$ cat config.mk
export PLATFORM = sky130hd
export DESIGN_NAME = modem_event_status_irq
export DESIGN_NICKNAME = d
export VERILOG_FILES = /design/src/hdl/modem_regs_pkg.sv /design/src/hdl/reg_port_if.sv /design/src/hdl/spi_reg_port.sv /design/src/hdl/modem_event_status_irq.sv
export SDC_FILE = /design/constraint.sdc
export NUM_CORES = 1
export LEC_CHECK = 0
export BUFFER_PORTS_ARGS = -buffer_cell sky130_fd_sc_hd__buf_4
export CAP_MARGIN = 20
export CORE_ASPECT_RATIO = 0.8
export CORE_MARGIN = 5
export CORE_UTILIZATION = 45
export CTS_BUF_LIST = sky130_fd_sc_hd__clkbuf_4
export CTS_CLUSTER_SIZE = 8
export DETAILED_ROUTE_END_ITERATION = 16
export PLACE_DENSITY_LB_ADDON = 0.12
export SETUP_SLACK_MARGIN = 0.1
export SLEW_MARGIN = 40
export SYNTH_ARGS = -nofsm -noshare
export SYNTH_HDL_FRONTEND = slang
export SYNTH_SLANG_ARGS = --single-unit
$ cat constraint.sdc
create_clock -name CLOCK -period 6.25 [get_ports CLOCK]
set_clock_uncertainty 0.2 [all_clocks]
set_input_delay 0.9375 -clock CLOCK [delete_from_list [all_inputs] [get_ports CLOCK]]
set_output_delay 0.9375 -clock CLOCK [all_outputs]
set_load 0.05 [all_outputs]
$ cat src/hdl/modem_regs_pkg.sv
package modem_regs_pkg;

  // register port geometry
  localparam int ADDR_W     = 7;
  localparam int DATA_W     = 16;
  localparam int HDR_BITS   = 8;
  localparam int FRAME_BITS = 24;
  localparam logic [4:0] HDR_LAST_BIT   = 5'h07;
  localparam logic [4:0] FRAME_LAST_BIT = 5'h17;

  // register offsets
  localparam logic [ADDR_W-1:0] OFS_CONFIG = 7'h02;
  localparam logic [ADDR_W-1:0] OFS_STATUS = 7'h20;
  localparam logic [ADDR_W-1:0] OFS_MASK   = 7'h21;
  localparam logic [ADDR_W-1:0] OFS_LINK   = 7'h22;

  // reset values and writable bits
  localparam logic [DATA_W-1:0] CONFIG_RESET = 16'h8042;
  localparam logic [DATA_W-1:0] CONFIG_WMASK = 16'hF05F;
  localparam logic [DATA_W-1:0] STATUS_RESET = 16'h0000;
  localparam logic [DATA_W-1:0] MASK_RESET   = 16'h0024;
  localparam logic [DATA_W-1:0] MASK_WMASK   = 16'h7FFF;
  localparam logic [DATA_W-1:0] LINK_RESET   = 16'h0048;
  localparam logic [DATA_W-1:0] LINK_WMASK   = 16'hF1FD;
  localparam logic [DATA_W-1:0] STICKY_BITS  = 16'h9F00;

  // event status bit positions
  localparam int ST_RESET  = 15;
  localparam int ST_JREL   = 14;
  localparam int ST_JTRIP  = 13;
  localparam int ST_GAP    = 12;
  localparam int ST_FRAME  = 11;
  localparam int ST_PARITY = 10;
  localparam int ST_WDOG   = 9;
  localparam int ST_CRC    = 8;
  localparam int ST_RX_LO  = 5;
  localparam int ST_TX_LO  = 2;
  localparam int ST_CARR   = 1;
  localparam int ST_CTS    = 0;

  // host configuration fields
  localparam int CFG_IRQ_POL  = 3;
  localparam int CFG_IRQ_HOLD = 2;

  // link control fields
  localparam int LC_POL    = 15;
  localparam int LC_PRE_HI = 14;
  localparam int LC_PRE_LO = 12;
  localparam int LC_AMP_HI = 8;
  localparam int LC_AMP_LO = 4;
  localparam int LC_EN     = 3;
  localparam int LC_LOOP   = 2;
  localparam int LC_RTS    = 0;

  // manchester line timing
  localparam int CLK_HZ       = 50_000_000;
  localparam int BIT_RATE_HZ  = 31_250;
  localparam int HALF_BIT_CYC = CLK_HZ / (2 * BIT_RATE_HZ);
  localparam logic [9:0] HALF_LAST        = 10'(HALF_BIT_CYC - 1);
  localparam logic [7:0] PREAMBLE_PATTERN = 8'h55;
  localparam logic [2:0] LAST_BIT_IDX     = 3'h7;

  typedef enum logic [1:0] {TX_IDLE, TX_PREAMBLE, TX_DATA} tx_state_t;

endpackage

$ cat src/hdl/reg_port_if.sv
`timescale 1ns/1ns
interface reg_port_if;
  import modem_regs_pkg::*;
  logic              wr_stb;
  logic              rd_stb;
  logic [ADDR_W-1:0] addr;
  logic [DATA_W-1:0] wdata;
  logic [DATA_W-1:0] rdata;
  modport port (output wr_stb, rd_stb, addr, wdata, input rdata);
  modport regs (input wr_stb, rd_stb, addr, wdata, output rdata);
endinterface

$ cat src/hdl/spi_reg_port.sv
`timescale 1ns/1ns
module spi_reg_port
  import modem_regs_pkg::*;
(
  // clock and reset
  input  wire logic  clock,
  input  wire logic  rst,
  input  wire logic  ce,
  // serial pins
  input  wire logic  sclk,
  input  wire logic  cs_n,
  input  wire logic  sdi,
  output logic       sdo_ff,
  output logic       sdo_oe_n_ff,
  // register side
  reg_port_if.port   bus
);

  logic [2:0]        sclk_sync_ff;
  logic [1:0]        csn_sync_ff;
  logic [1:0]        sdi_sync_ff;
  logic [4:0]        bit_cnt_ff;
  logic [22:0]       shift_ff;
  logic              rd_frame_ff;
  logic              hdr_done_ff;
  logic [DATA_W-1:0] rdshift_ff;
  logic              rise;
  logic              fall;
  logic              active;
  logic              data_phase;

  // pins cross from the host: two flops before use, a third only for edge detection
  always_ff @(posedge clock) begin
    if (rst) begin
      sclk_sync_ff <= 3'h0;
      csn_sync_ff  <= 2'h3;
      sdi_sync_ff  <= 2'h0;
    end else if (ce) begin
      sclk_sync_ff <= {sclk_sync_ff[1:0], sclk};
      csn_sync_ff  <= {csn_sync_ff[0], cs_n};
      sdi_sync_ff  <= {sdi_sync_ff[0], sdi};
    end
  end

  assign rise       = sclk_sync_ff[1] & ~sclk_sync_ff[2];
  assign fall       = ~sclk_sync_ff[1] & sclk_sync_ff[2];
  assign active     = ~csn_sync_ff[1];
  assign data_phase = bit_cnt_ff >= 5'(HDR_BITS);

  // frame: read flag, 7-bit address, 16 data bits, msb first, sampled on rising sclk
  always_ff @(posedge clock) begin
    if (rst) begin
      bit_cnt_ff  <= 5'h0;
      shift_ff    <= 23'h0;
      rd_frame_ff <= 1'b0;
      hdr_done_ff <= 1'b0;
      bus.addr    <= 7'h0;
      bus.wdata   <= 16'h0;
      bus.wr_stb  <= 1'b0;
    end else if (ce) begin
      hdr_done_ff <= 1'b0;
      bus.wr_stb  <= 1'b0;
      if (!active) begin
        bit_cnt_ff  <= 5'h0; // aborted write frames are dropped; a read past its header still strobes
        rd_frame_ff <= 1'b0;
      end else if (rise && bit_cnt_ff <= FRAME_LAST_BIT) begin
        shift_ff   <= {shift_ff[21:0], sdi_sync_ff[1]};
        bit_cnt_ff <= bit_cnt_ff + 5'h1;
        if (bit_cnt_ff == HDR_LAST_BIT) begin
          bus.addr    <= {shift_ff[5:0], sdi_sync_ff[1]};
          rd_frame_ff <= shift_ff[6];
          hdr_done_ff <= 1'b1;
        end
        if (bit_cnt_ff == FRAME_LAST_BIT) begin
          bus.wdata  <= {shift_ff[14:0], sdi_sync_ff[1]};
          bus.wr_stb <= ~rd_frame_ff;
        end
      end
    end
  end

  // read data is captured one cycle after the header so the address has settled
  always_ff @(posedge clock) begin
    if (rst) begin
      bus.rd_stb  <= 1'b0;
      rdshift_ff  <= 16'h0;
      sdo_ff      <= 1'b0;
      sdo_oe_n_ff <= 1'b1;
    end else if (ce) begin
      bus.rd_stb  <= hdr_done_ff & rd_frame_ff;
      sdo_oe_n_ff <= ~(active & rd_frame_ff & data_phase);
      if (bus.rd_stb) begin
        rdshift_ff <= bus.rdata;
      end else if (fall && active && rd_frame_ff && data_phase) begin
        sdo_ff     <= rdshift_ff[DATA_W-1];
        rdshift_ff <= {rdshift_ff[DATA_W-2:0], 1'b0};
      end
    end
  end

endmodule

$ cat src/hdl/modem_event_status_irq.sv
`timescale 1ns/1ns
// Contract
// RL1: events set their status flag to one
// RL2: flags clear only by writing one
// RL3: carrier, queue, jabber flags follow live
// RL4: clear-to-send needs request and no carrier; code ignores carrier in loopback
// RL5: bit 15 records a reset
// RL6: bit 14 jabber timeout expired
// RL7: bit 13 jabber inhibitor triggered
// RL8: bit 12 character gap error
// RL9: bit 11 framing error or half-bit slip
// RL10: bit 10 received parity error
// RL11: bit 9 watchdog expired
// RL12: bit 8 host command bad check word
// RL13: bits 7-2 receive and transmit queue flags
// RL14: bit 1 read-only carrier present
// RL15: bit 0 read-only clear to send
// RL16: mask zero passes event, one blocks
// RL17: masked events still set status flags
// RL18: mask resets to 0x0024
// RL19: link control resets 0x0048, field layout
// RL20: pulse per event or hold until read
// RL21: polarity bit picks manchester one transition
// RL22: preamble bytes equal field plus one
// RL23: loopback routes transmit bytes to receive
// RL24: interrupt on masked-in rising flag, programmable polarity
module modem_event_status_irq
  import modem_regs_pkg::*;
(
  // clock, reset, clock enable
  input  wire logic       CLOCK,
  input  wire logic       RST,
  input  wire logic       CE,
  // serial register port
  input  wire logic       SCLK,
  input  wire logic       CS_N,
  input  wire logic       SDI,
  output logic            SDO,
  output logic            SDO_OE_N,
  // event pulses from modem logic
  input  wire logic       GAP_ERR,
  input  wire logic       FRAME_ERR,
  input  wire logic       PARITY_ERR,
  input  wire logic       WATCHDOG_EXPIRE,
  input  wire logic       CRC_ERR,
  // live conditions from modem logic
  input  wire logic       JABBER_RELEASE,
  input  wire logic       JABBER_TRIP,
  input  wire logic [2:0] RX_QUEUE_FLAGS,
  input  wire logic [2:0] TX_QUEUE_FLAGS,
  input  wire logic       CARRIER_PRESENT,
  // transmit queue output
  input  wire logic       TX_VALID,
  input  wire logic [7:0] TX_BYTE,
  output logic            TX_READY,
  // demodulator output
  input  wire logic       DEMOD_VALID,
  input  wire logic [7:0] DEMOD_BYTE,
  // receive queue input
  output logic            RX_VALID,
  output logic [7:0]      RX_BYTE,
  // line and analog controls
  output logic            MANCHESTER_OUT,
  output logic            MOD_ACTIVE,
  output logic            LINK_ENABLE,
  output logic [4:0]      TRANSMIT_AMPLITUDE,
  // interrupt pin
  output logic            IRQ
);

  reg_port_if bus ();

  logic [DATA_W-1:0] config_ff;
  logic [DATA_W-1:0] mask_ff;
  logic [DATA_W-1:0] link_ff;
  logic [DATA_W-1:0] sticky_ff;
  logic [DATA_W-1:0] nxt_sticky;
  logic [DATA_W-1:0] prev_status_ff;
  logic [DATA_W-1:0] status_word;
  logic [DATA_W-1:0] event_set;
  logic              reset_seen_ff;
  logic              cts_ff;
  logic              irq_hold_ff;
  logic              nxt_irq_hold;
  logic              irq_event;
  logic              irq_active;
  logic              status_read;
  tx_state_t         tx_state_ff;
  logic [9:0]        half_cnt_ff;
  logic              half_ff;
  logic [2:0]        bit_idx_ff;
  logic [7:0]        tx_shift_ff;
  logic [7:0]        data_hold_ff;
  logic [2:0]        pre_left_ff;
  logic              accept;
  logic              half_done;

  // register write hit for a given offset
  function automatic logic wr_hit(input logic stb, input logic [ADDR_W-1:0] a, input logic [ADDR_W-1:0] ofs);
    return stb && (a == ofs);
  endfunction

  // merge writable bits of a write into a register
  function automatic logic [DATA_W-1:0] merge(input logic [DATA_W-1:0] cur, input logic [DATA_W-1:0] wd,
                                              input logic [DATA_W-1:0] wm);
    return (cur & ~wm) | (wd & wm);
  endfunction

  spi_reg_port u_port (
    .clock       (CLOCK),
    .rst         (RST),
    .ce          (CE),
    .sclk        (SCLK),
    .cs_n        (CS_N),
    .sdi         (SDI),
    .sdo_ff      (SDO),
    .sdo_oe_n_ff (SDO_OE_N),
    .bus         (bus.port)
  );

  // hardware event sources, each forced to one in its own bit
  always_comb begin
    event_set             = 16'h0000;
    event_set[ST_RESET]   = ~reset_seen_ff;    // RL5
    event_set[ST_GAP]     = GAP_ERR;           // RL8
    event_set[ST_FRAME]   = FRAME_ERR;         // RL9
    event_set[ST_PARITY]  = PARITY_ERR;        // RL10
    event_set[ST_WDOG]    = WATCHDOG_EXPIRE;   // RL11
    event_set[ST_CRC]     = CRC_ERR;           // RL12
  end

  // sticky flags: a set in the same cycle as a write-one clear still lands
  always_comb begin
    nxt_sticky = sticky_ff;
    if (wr_hit(bus.wr_stb, bus.addr, OFS_STATUS)) begin
      nxt_sticky = sticky_ff & ~(bus.wdata & STICKY_BITS); // RL2
    end
    nxt_sticky = (nxt_sticky | event_set) & STICKY_BITS; // RL1 RL17
  end

  always_ff @(posedge CLOCK) begin
    if (RST) begin
      sticky_ff     <= STATUS_RESET;
      reset_seen_ff <= 1'b0;
    end else if (CE) begin
      sticky_ff     <= nxt_sticky;
      reset_seen_ff <= 1'b1; // first enabled cycle after reset logs the reset event
    end
  end

  // clear-to-send: loopback counts as full duplex, so carrier does not gate it there
  always_ff @(posedge CLOCK) begin
    if (RST) begin
      cts_ff <= 1'b0;
    end else if (CE) begin
      cts_ff <= link_ff[LC_RTS] & link_ff[LC_EN] & (link_ff[LC_LOOP] | ~CARRIER_PRESENT); // RL4
    end
  end

  // live bits are never stored in the sticky register, so a status write cannot disturb them
  always_comb begin
    status_word                           = sticky_ff;
    status_word[ST_JREL]                  = JABBER_RELEASE;  // RL3 RL6
    status_word[ST_JTRIP]                 = JABBER_TRIP;     // RL3 RL7
    status_word[ST_RX_LO+2:ST_RX_LO]      = RX_QUEUE_FLAGS;  // RL3 RL13
    status_word[ST_TX_LO+2:ST_TX_LO]      = TX_QUEUE_FLAGS;  // RL13
    status_word[ST_CARR]                  = CARRIER_PRESENT; // RL14
    status_word[ST_CTS]                   = cts_ff;          // RL15
  end

  // host configuration, mask and link control registers
  always_ff @(posedge CLOCK) begin
    if (RST) begin
      config_ff <= CONFIG_RESET;
      mask_ff   <= MASK_RESET; // RL18
      link_ff   <= LINK_RESET; // RL19
    end else if (CE) begin
      if (wr_hit(bus.wr_stb, bus.addr, OFS_CONFIG)) begin
        config_ff <= merge(config_ff, bus.wdata, CONFIG_WMASK);
      end
      if (wr_hit(bus.wr_stb, bus.addr, OFS_MASK)) begin
        mask_ff <= merge(mask_ff, bus.wdata, MASK_WMASK); // RL16
      end
      if (wr_hit(bus.wr_stb, bus.addr, OFS_LINK)) begin
        link_ff <= merge(link_ff, bus.wdata, LINK_WMASK); // RL19
      end
    end
  end

  // read mux; unmapped offsets read as zero
  always_comb begin
    unique case (bus.addr)
      OFS_CONFIG: bus.rdata = config_ff;
      OFS_STATUS: bus.rdata = status_word;
      OFS_MASK:   bus.rdata = mask_ff;
      OFS_LINK:   bus.rdata = link_ff;
      default:    bus.rdata = 16'h0000;
    endcase
  end

  // interrupt source: rising edge of any flag whose mask bit is clear
  assign irq_event   = |(status_word & ~prev_status_ff & ~mask_ff); // RL16 RL24
  assign status_read = bus.rd_stb && (bus.addr == OFS_STATUS);

  // hold mode: a new event wins over the clearing read of the same cycle
  always_comb begin
    nxt_irq_hold = irq_hold_ff;
    if (status_read) begin
      nxt_irq_hold = 1'b0;
    end
    if (irq_event) begin
      nxt_irq_hold = 1'b1;
    end
    if (!config_ff[CFG_IRQ_HOLD]) begin
      nxt_irq_hold = 1'b0;
    end
  end

  assign irq_active = config_ff[CFG_IRQ_HOLD] ? nxt_irq_hold : irq_event; // RL20

  always_ff @(posedge CLOCK) begin
    if (RST) begin
      prev_status_ff <= STATUS_RESET;
      irq_hold_ff    <= 1'b0;
      IRQ            <= 1'b1; // idle level of the default active-low pin
    end else if (CE) begin
      prev_status_ff <= status_word;
      irq_hold_ff    <= nxt_irq_hold;
      IRQ            <= config_ff[CFG_IRQ_POL] ? irq_active : ~irq_active; // RL24
    end
  end

  // control outputs mirror the link register
  assign LINK_ENABLE        = link_ff[LC_EN];
  assign TRANSMIT_AMPLITUDE = link_ff[LC_AMP_HI:LC_AMP_LO];

  // in loopback the transmit byte is consumed at once and never reaches the line
  assign accept    = TX_VALID && TX_READY;
  assign half_done = half_cnt_ff == HALF_LAST;

  always_ff @(posedge CLOCK) begin
    if (RST) begin
      RX_VALID <= 1'b0;
      RX_BYTE  <= 8'h00;
    end else if (CE) begin
      RX_VALID <= 1'b0;
      if (link_ff[LC_LOOP]) begin
        if (accept) begin
          RX_VALID <= 1'b1; // RL23
          RX_BYTE  <= TX_BYTE;
        end
      end else if (DEMOD_VALID && link_ff[LC_EN]) begin
        RX_VALID <= 1'b1;
        RX_BYTE  <= DEMOD_BYTE;
      end
    end
  end

  // manchester transmitter: preamble bytes then one data byte, msb first
  always_ff @(posedge CLOCK) begin
    if (RST) begin
      tx_state_ff  <= TX_IDLE;
      half_cnt_ff  <= 10'h000;
      half_ff      <= 1'b0;
      bit_idx_ff   <= 3'h0;
      tx_shift_ff  <= 8'h00;
      data_hold_ff <= 8'h00;
      pre_left_ff  <= 3'h0;
      TX_READY     <= 1'b0;
    end else if (CE) begin
      TX_READY <= 1'b0;
      unique case (tx_state_ff)
        TX_IDLE: begin
          TX_READY <= link_ff[LC_EN] & ~accept;
          if (accept && !link_ff[LC_LOOP]) begin
            data_hold_ff <= TX_BYTE;
            tx_shift_ff  <= PREAMBLE_PATTERN;
            pre_left_ff  <= link_ff[LC_PRE_HI:LC_PRE_LO]; // RL22
            half_cnt_ff  <= 10'h000;
            half_ff      <= 1'b0;
            bit_idx_ff   <= 3'h0;
            tx_state_ff  <= TX_PREAMBLE;
          end
        end
        TX_PREAMBLE, TX_DATA: begin
          if (!link_ff[LC_EN]) begin
            tx_state_ff <= TX_IDLE; // disabling the modem aborts the frame
          end else if (half_done) begin
            half_cnt_ff <= 10'h000;
            half_ff     <= ~half_ff;
            if (half_ff) begin
              bit_idx_ff  <= bit_idx_ff + 3'h1;
              tx_shift_ff <= {tx_shift_ff[6:0], 1'b0};
              if (bit_idx_ff == LAST_BIT_IDX) begin
                if (tx_state_ff == TX_DATA) begin
                  tx_state_ff <= TX_IDLE;
                end else if (pre_left_ff == 3'h0) begin
                  tx_shift_ff <= data_hold_ff; // RL22
                  tx_state_ff <= TX_DATA;
                end else begin
                  pre_left_ff <= pre_left_ff - 3'h1; // RL22
                  tx_shift_ff <= PREAMBLE_PATTERN;
                end
              end
            end
          end else begin
            half_cnt_ff <= half_cnt_ff + 10'h001;
          end
        end
      endcase
    end
  end

  // line level: first half carries the bit, flipped by the polarity setting
  always_ff @(posedge CLOCK) begin
    if (RST) begin
      MANCHESTER_OUT <= 1'b0;
      MOD_ACTIVE     <= 1'b0;
    end else if (CE) begin
      MOD_ACTIVE <= tx_state_ff != TX_IDLE;
      if (tx_state_ff == TX_IDLE) begin
        MANCHESTER_OUT <= 1'b0;
      end else begin
        MANCHESTER_OUT <= tx_shift_ff[7] ^ link_ff[LC_POL] ^ half_ff; // RL21
      end
    end
  end

endmodule

==> results.tsv, run 1 <==
metric	value	unit
Worst path slowest cell	and3_1	
Rel. slew slack	47.5	%
Critical Path Fanout Max	55	
Pins Over Slew Limit	0	
required time of the critical path	6.48	ns
row count	43	
setup slack, reg-to-reg	3.55	ns
Fin. Hold Viols	0	
leading post-synthesis cells by cell area	dfxtp_1, mux2i_1, nor2_1	
CP most frequent cell	nand2_1	
fmax	0.344	GHz
number of remaining DRC errors	0	
GRT met3 Usage	4.81	%
unrepaired setup endpoints after global routing	false	
Worst Path Arrival	3.14	ns
Worst path max stage delay	0.71	ns
Seq pwr share	51.9	%
measured slew at the worst slew-check pin	0.780	ns
Reg-to-Reg End	link_ff[3]$_SDFFE_PP1P_	
worst r2r path cells	5	
Hold Startpoint	u_port.rdshift_ff[11]$_SDFFE_PP0P_	
Fill cells	1698	
area added between synthesis and finish	10.9	%
Period minus WS final	2.90	ns
Worst-path clk slew	0.14	ns
hold_buf cts	0	
synthesized area per cell	8.86	um^2
Switch Pwr	690	uW
Via Count	6305	
Switching Fraction	29.1	%
Max-cap violations	0	
first-pass GRT wire length	32300	um
Combinational Power Share	16.6	%
largest net degree at the start of global routing	65	
critical path cell sequence	buf_4 > nand2_1 > nor3_4 > and3_1 > mux2i_1 > nand2_1	
setup violators final	0	
top_reg_cell synth	dfxtp_1	
diode count	0	
Pint	1.68	mW
Global Route met2 Usage	26.9	%
Die Ht	129	um
clock sink count	182	
Total Power	2.37	mW
Crit Path Class	input port to flip-flop	
post-synth cell types	64	
width of the die	158	um
Mapped Nets	939	
Lkg Pwr	3.23	nW
Clk network pwr share	31.5	%
top cell type's share of synthesized area	46.1	%
routed length per placed instance	17.3	um
area of the core	17300	um^2
post-route ant nets	0	
Nets	965	
total CTS buffers	17	
CTS tree	built	
GRT met1 Usage	32.3	%
synth cell count leaders	dfxtp_1, nor2_1, nand2_1	
htree depth	4	
Synth Warn #	0	
PD cells	271	nW/um^2
area leader, netlist	dfxtp_1	
busiest metal layer after global routing	met1	
Total Wirelength	20000	um
period utilization	46.5	%
number of synthesized register bits	182	
Skew-Pair Late Insertion Delay	0.57	ns
post_cts resized	0	
Worst setup SP type	input port	
Initial DRT Pass Iterations	5	
I/O pin cnt	59	
Max Root-Sink Buffers	2	
post-detail-place hpwl	14100	um
Initial Utilization	45.7	%
sequential share of the synthesized area	46.1	%
Post-CTS Setup Repair Bufs	0	
Post-synth EDFFs	0	
cells after synthesis	893	
Hold Path Sink	u_port.rdshift_ff[12]$_SDFFE_PP0P_	
layout cells sized above 1	11.9	%
gr ovfl total	0	
worst hold path type	flip-flop to flip-flop	
hold path depth	2	
Clock Tree Root	clkbuf_4	
antenna violations before repair	0	
Setup TNS	0	ns
die area	20300	um^2
Async SR Flop Fraction	0	%
total track usage	20.0	%
most frequent cell after synthesis	dfxtp_1	
DR iter-0 viols	478	
worst r2r src	u_port.bus.addr[2]$_SDFFE_PP0P_	
maximum VDD drop	0.000140	V
Critical Path Sink Type	flip-flop	
PortBufs	58	
Via density	5.45	
Cell Area, Synth	7910	um^2
vias in the first global route	5698	
run status	completed	
Final Wtd Congestion	0.830	
worst max path at each step:
stage,start,to,slack [ns]
3_3_place_gp,CE,u_port.bit_cnt_ff[1]$_SDFFE_PP0P_,2.77
6_report,CE,link_ff[3]$_SDFFE_PP1P_,3.35
3_5_place_dp,CE,u_port.sdo_ff$_SDFFE_PP0P_,2.77
2_1_floorplan,TX_QUEUE_FLAGS[1],IRQ$_SDFFE_PP1P_,3.39
4_1_cts,CE,u_port.sdo_ff$_SDFFE_PP0P_,3.40
5_1_grt,CE,link_ff[6]$_SDFFE_PP1P_,3.24
layer usage:
layer | wire [um] | part of all wire, % | vias to the layer above
met1 | 10700 | 53 | 2969
li1 | - | - | 3204
met5 | 0 | 0 | -
met2 | 8260 | 41 | 128
met3 | 1010 | 5.0 | 4
met4 | 73 | 0.36 | 0
cell type report:
type                            count  area [um^2]  share of cell area [%]
Clock buffer                       21          158                    1.80
Multi-Input combinational cell    641         3980                    45.4
Clock inverter                     11          171                    1.95
Tap cell                          225          282                    3.21
Sequential cell                   182         3640                    41.6
Timing Repair Buffer               65          488                    5.56
Inverter                           12         45.0                   0.514
cells in the final DEF, fill, tap and decap left out, types with 4 or more instances in the layout:
cell type and n:
a32oi_1 6, a21oi_1 61, clkbuf_4 21, nor4_1 4, inv_1 11, xnor2_1 4
nand2b_1 11, and2_1 5, mux2i_1 102, nor3_1 12, o21ai_1 5, a22oi_1 26
nor2b_1 6, nor2_1 138, a41oi_1 4, xor2_1 5, nand3_1 18, o21ai_0 8
a211oi_1 17, ha_1 8, nor3b_1 10, buf_4 65, a22o_1 4, nand2_1 107
bufinv_16 4, mux2_1 6, and3_1 6, o22ai_1 10, dfxtp_1 181, nand3b_1 4
nand4_1 6
state kept, by name, summed over array words and instances, names as in the netlist, 8 cells and up:
signal             count
prev_status_ff        16
link_ff               12
u_port.shift_ff       15
data_hold_ff           8
config_ff             10
RX_BYTE                8
u_port.bus.wdata      16
u_port.rdshift_ff     16
half_cnt_ff           10
tx_shift_ff            8
mask_ff               15
metrics by stage:
stage                     cell area, um^2  worst slack, ns  std cells  hold WS [ns]  util, %
after global routing                 8770             3.24       1157         0.292     50.6
final                                8770             3.35       1157         0.261     50.6
after global placement               8430             2.77       1125         0.242     48.6
after CTS                            8760             3.40       1157         0.264     50.6
after detailed placement             8430             2.77       1125         0.245     48.7
after floorplan                      7910             3.39        893         0.232        -
critical path, delay by kind of cell:
kind,cells,cell delay (ns)
buf+inv,1,0.55
simple gates,4,1.31
mux,1,0.26
cells by family after synthesis:
group | count (synthesis) | share of synthesized area, %
xor+xnor | 9 | 0.996
compound gates | 170 | 14.1
mux | 108 | 13.8
buf+inv | 70 | 3.76
fa+ha+maj | 8 | 1.27
flops | 182 | 46.1
simple gates | 346 | 20.0
power groups by stage:
stage | clock network (mW) | logic [mW] | registers, mW
6_report | 0.747 | 0.394 | 1.23
5_1_grt | 0.818 | 0.438 | 1.24
4_1_cts | 0.769 | 0.394 | 1.23
3_5_place_dp | 0 | 0.392 | 1.26
3_3_place_gp | 0 | 0.390 | 1.26
2_1_floorplan | 0 | 0.263 | 1.27
No activity file was read; power rests on OpenSTA's default activity.
==> inputs of run 2 (changes only) <==
==> constraint.sdc (replaced) <==
create_clock -name CLOCK -period 2.9 [get_ports CLOCK]
set_clock_uncertainty 0.2 [all_clocks]
set_input_delay 0.435 -clock CLOCK [delete_from_list [all_inputs] [get_ports CLOCK]]
set_output_delay 0.435 -clock CLOCK [all_outputs]
set_load 0.05 [all_outputs]
==> results.tsv, run 2 (synthesized netlist as in run 1, its figures left out) <==
metric	value	unit	change
run status	completed		
Worst setup SP type	input port		
Initial DRT Pass Iterations	5		unchanged
Critical Path Sink Type	flip-flop		
Setup TNS	0	ns	unchanged
Largest regs	prev_status_ff (16), u_port.bus.wdata (16), u_port.rdshift_ff (16)		
required time of the critical path	3.16	ns	-3.32 ns
gr ovfl total	0		unchanged
antenna violations before repair	1		+1
Worst path slowest cell	or4_4		
Via density	5.44		-0.19%
PortBufs	58		unchanged
clock sink count	182		unchanged
Max Root-Sink Buffers	2		unchanged
flip-flop and latch area	3640	um^2	about the same
PD cells	534	nW/um^2	+97%
Rel. slew slack	56.2	%	+8.7 points
vias in the first global route	6166		+8.2%
DR iter-0 viols	430		-10%
htree depth	4		unchanged
Layout Utilization	53.3	%	+2.7 points
worst r2r src	sticky_ff[15]$_SDFFE_PP0P_		
period utilization	86.1	%	
fmax	0.400	GHz	
total track usage	20.8	%	+0.74 points
measured slew at the worst slew-check pin	0.653	ns	-0.128 ns
row count	43		unchanged
Skew-Pair Late Insertion Delay	0.58	ns	about the same
width of the die	158	um	unchanged
worst r2r path cells	5		unchanged
area taken by multi-input logic gates	3970	um^2	-0.25%
Period minus WS final	2.50	ns	
most frequent cells in the layout	dfxtp_1, nor2_1, nand2_1		
die area	20300	um^2	unchanged
critical path cell sequence	dlygate4sd3_1 > buf_4 > nor3b_1 > or4_1 > or4_4 > o21bai_2 > or3b_1		
Crit Path Class	input port to flip-flop		
routed length per placed instance	16.8	um	-2.9%
post-detail-place hpwl	14300	um	+1.7%
Final Wtd Congestion	0.816		-1.6%
Nets	1022		+5.9%
largest net degree at the start of global routing	56		-14%
number of remaining DRC errors	0		unchanged
Worst Path Arrival	2.76	ns	-0.38 ns
first-pass GRT wire length	33700	um	+4.4%
Critical Path Fanout Max	3		-95%
Worst-path clk slew	0.16	ns	+0.02 ns
Total Wirelength	20400	um	+2.1%
I/O pin cnt	59		unchanged
area added between synthesis and finish	16.7	%	
Lkg Pwr	3.45	nW	+6.8%
layout cells sized above 1	13.0	%	+1.1 points
Initial Utilization	45.7	%	unchanged
Die Ht	129	um	unchanged
CTS tree	built		
worst hold path type	input port to flip-flop		
Max-cap violations	0		unchanged
setup violators final	0		unchanged
Fin. Hold Viols	0		unchanged
Fill cells	1660		-2.2%
post-route setup slack	0.402	ns	-2.94 ns
crit path from	TX_QUEUE_FLAGS[1]		
Via Count	6614		+4.9%
unrepaired setup endpoints after global routing	false		
Worst path max stage delay	0.56	ns	-0.15 ns
Hold Startpoint	CE		
total CTS buffers	17		unchanged
area of the core	17300	um^2	unchanged
post-route ant nets	0		unchanged
Pins Over Slew Limit	0		unchanged
maximum VDD drop	0.000339	V	+140%
hold path depth	3		+1
most common cell after layout, fill and taps aside	dfxtp_1		
dpl ws	0.368	ns	-2.41 ns
Clock Tree Root	clkbuf_4		
## run 2: cell types whose count changed in the layout (fill, tap and decap cells not counted), moves of 4 or more
cell / delta
clkbuf_4: -4
dlygate4sd3_1: +35
buf_4: +21
bufinv_16: -4
inv_6: +4
## run 2: power breakdown
part	leakage [nW]	switching (mW)	total [mW]	internal (mW)
combinational	1.83	0.555	0.908	0.353
clock	0.143	0.989	1.37	0.381
sequential	1.47	0.0612	2.66	2.59
## run 2: per-stage QoR
stage / instance area [um^2] / instances / power, mW / hold slack [ns]
final: 9230 / 1216 / 4.93 / 0.0550
after global routing: 9230 / 1216 / 5.21 / 0.0325
after CTS: 9220 / 1214 / 4.97 / 0.00311
after detailed placement: 8600 / 1147 / 3.57 / 0.249
after global placement: 8600 / 1147 / 3.57 / 0.243
after floorplan: 7910 / 893 / 3.31 / 0.232
## run 2: layout make-up
type | instances | area share, %
repair buffers | 122 | 11.0
multi-input cells | 641 | 43.0
clock inverters | 15 | 1.52
inverters | 12 | 0.488
clock buffers | 17 | 1.38
diodes | 2 | 0.0542
flip-flops and latches | 182 | 39.5
well taps | 225 | 3.05
## run 2: worst max-delay path, delay by kind of cell
family	cells	cell delay, ns
AOI/OAI and AO/OA	1	0.11
and+or+nand+nor	4	1.53
buffers and inverters	2	0.67
## run 2: worst paths after layout
check | end | slack, ns
worst max-delay path | IRQ$_SDFFE_PP1P_ | 0.40
worst min-delay path | u_port.sclk_sync_ff[2]$_SDFFE_PP0P_ | 0.06
worst max register to register | IRQ$_SDFFE_PP1P_ | 0.55
worst min register to register | u_port.rdshift_ff[12]$_SDFFE_PP0P_ | 0.25
## run 2: repair_timing
| item | 4_1_cts | 5_1_grt |
|---|---|---|
| setup endpoints to repair | 0 | 0 |
| buffers inserted | 0 | 0 |
| gates resized for setup | 0 | 0 |
| endpoints found under the hold margin | 34 | 0 |
| hold buffers | 35 | 0 |
## run 2: layer usage
layer	part of all wire (%)	global-route usage, %	wire length (um)	vias to the layer above
met2	42	28.4	8520	151
met5	0	0	0	-
met3	4.4	3.30	909	17
li1	-	-	-	3327
met4	1.0	5.82	204	0
met1	53	33.3	10800	3119
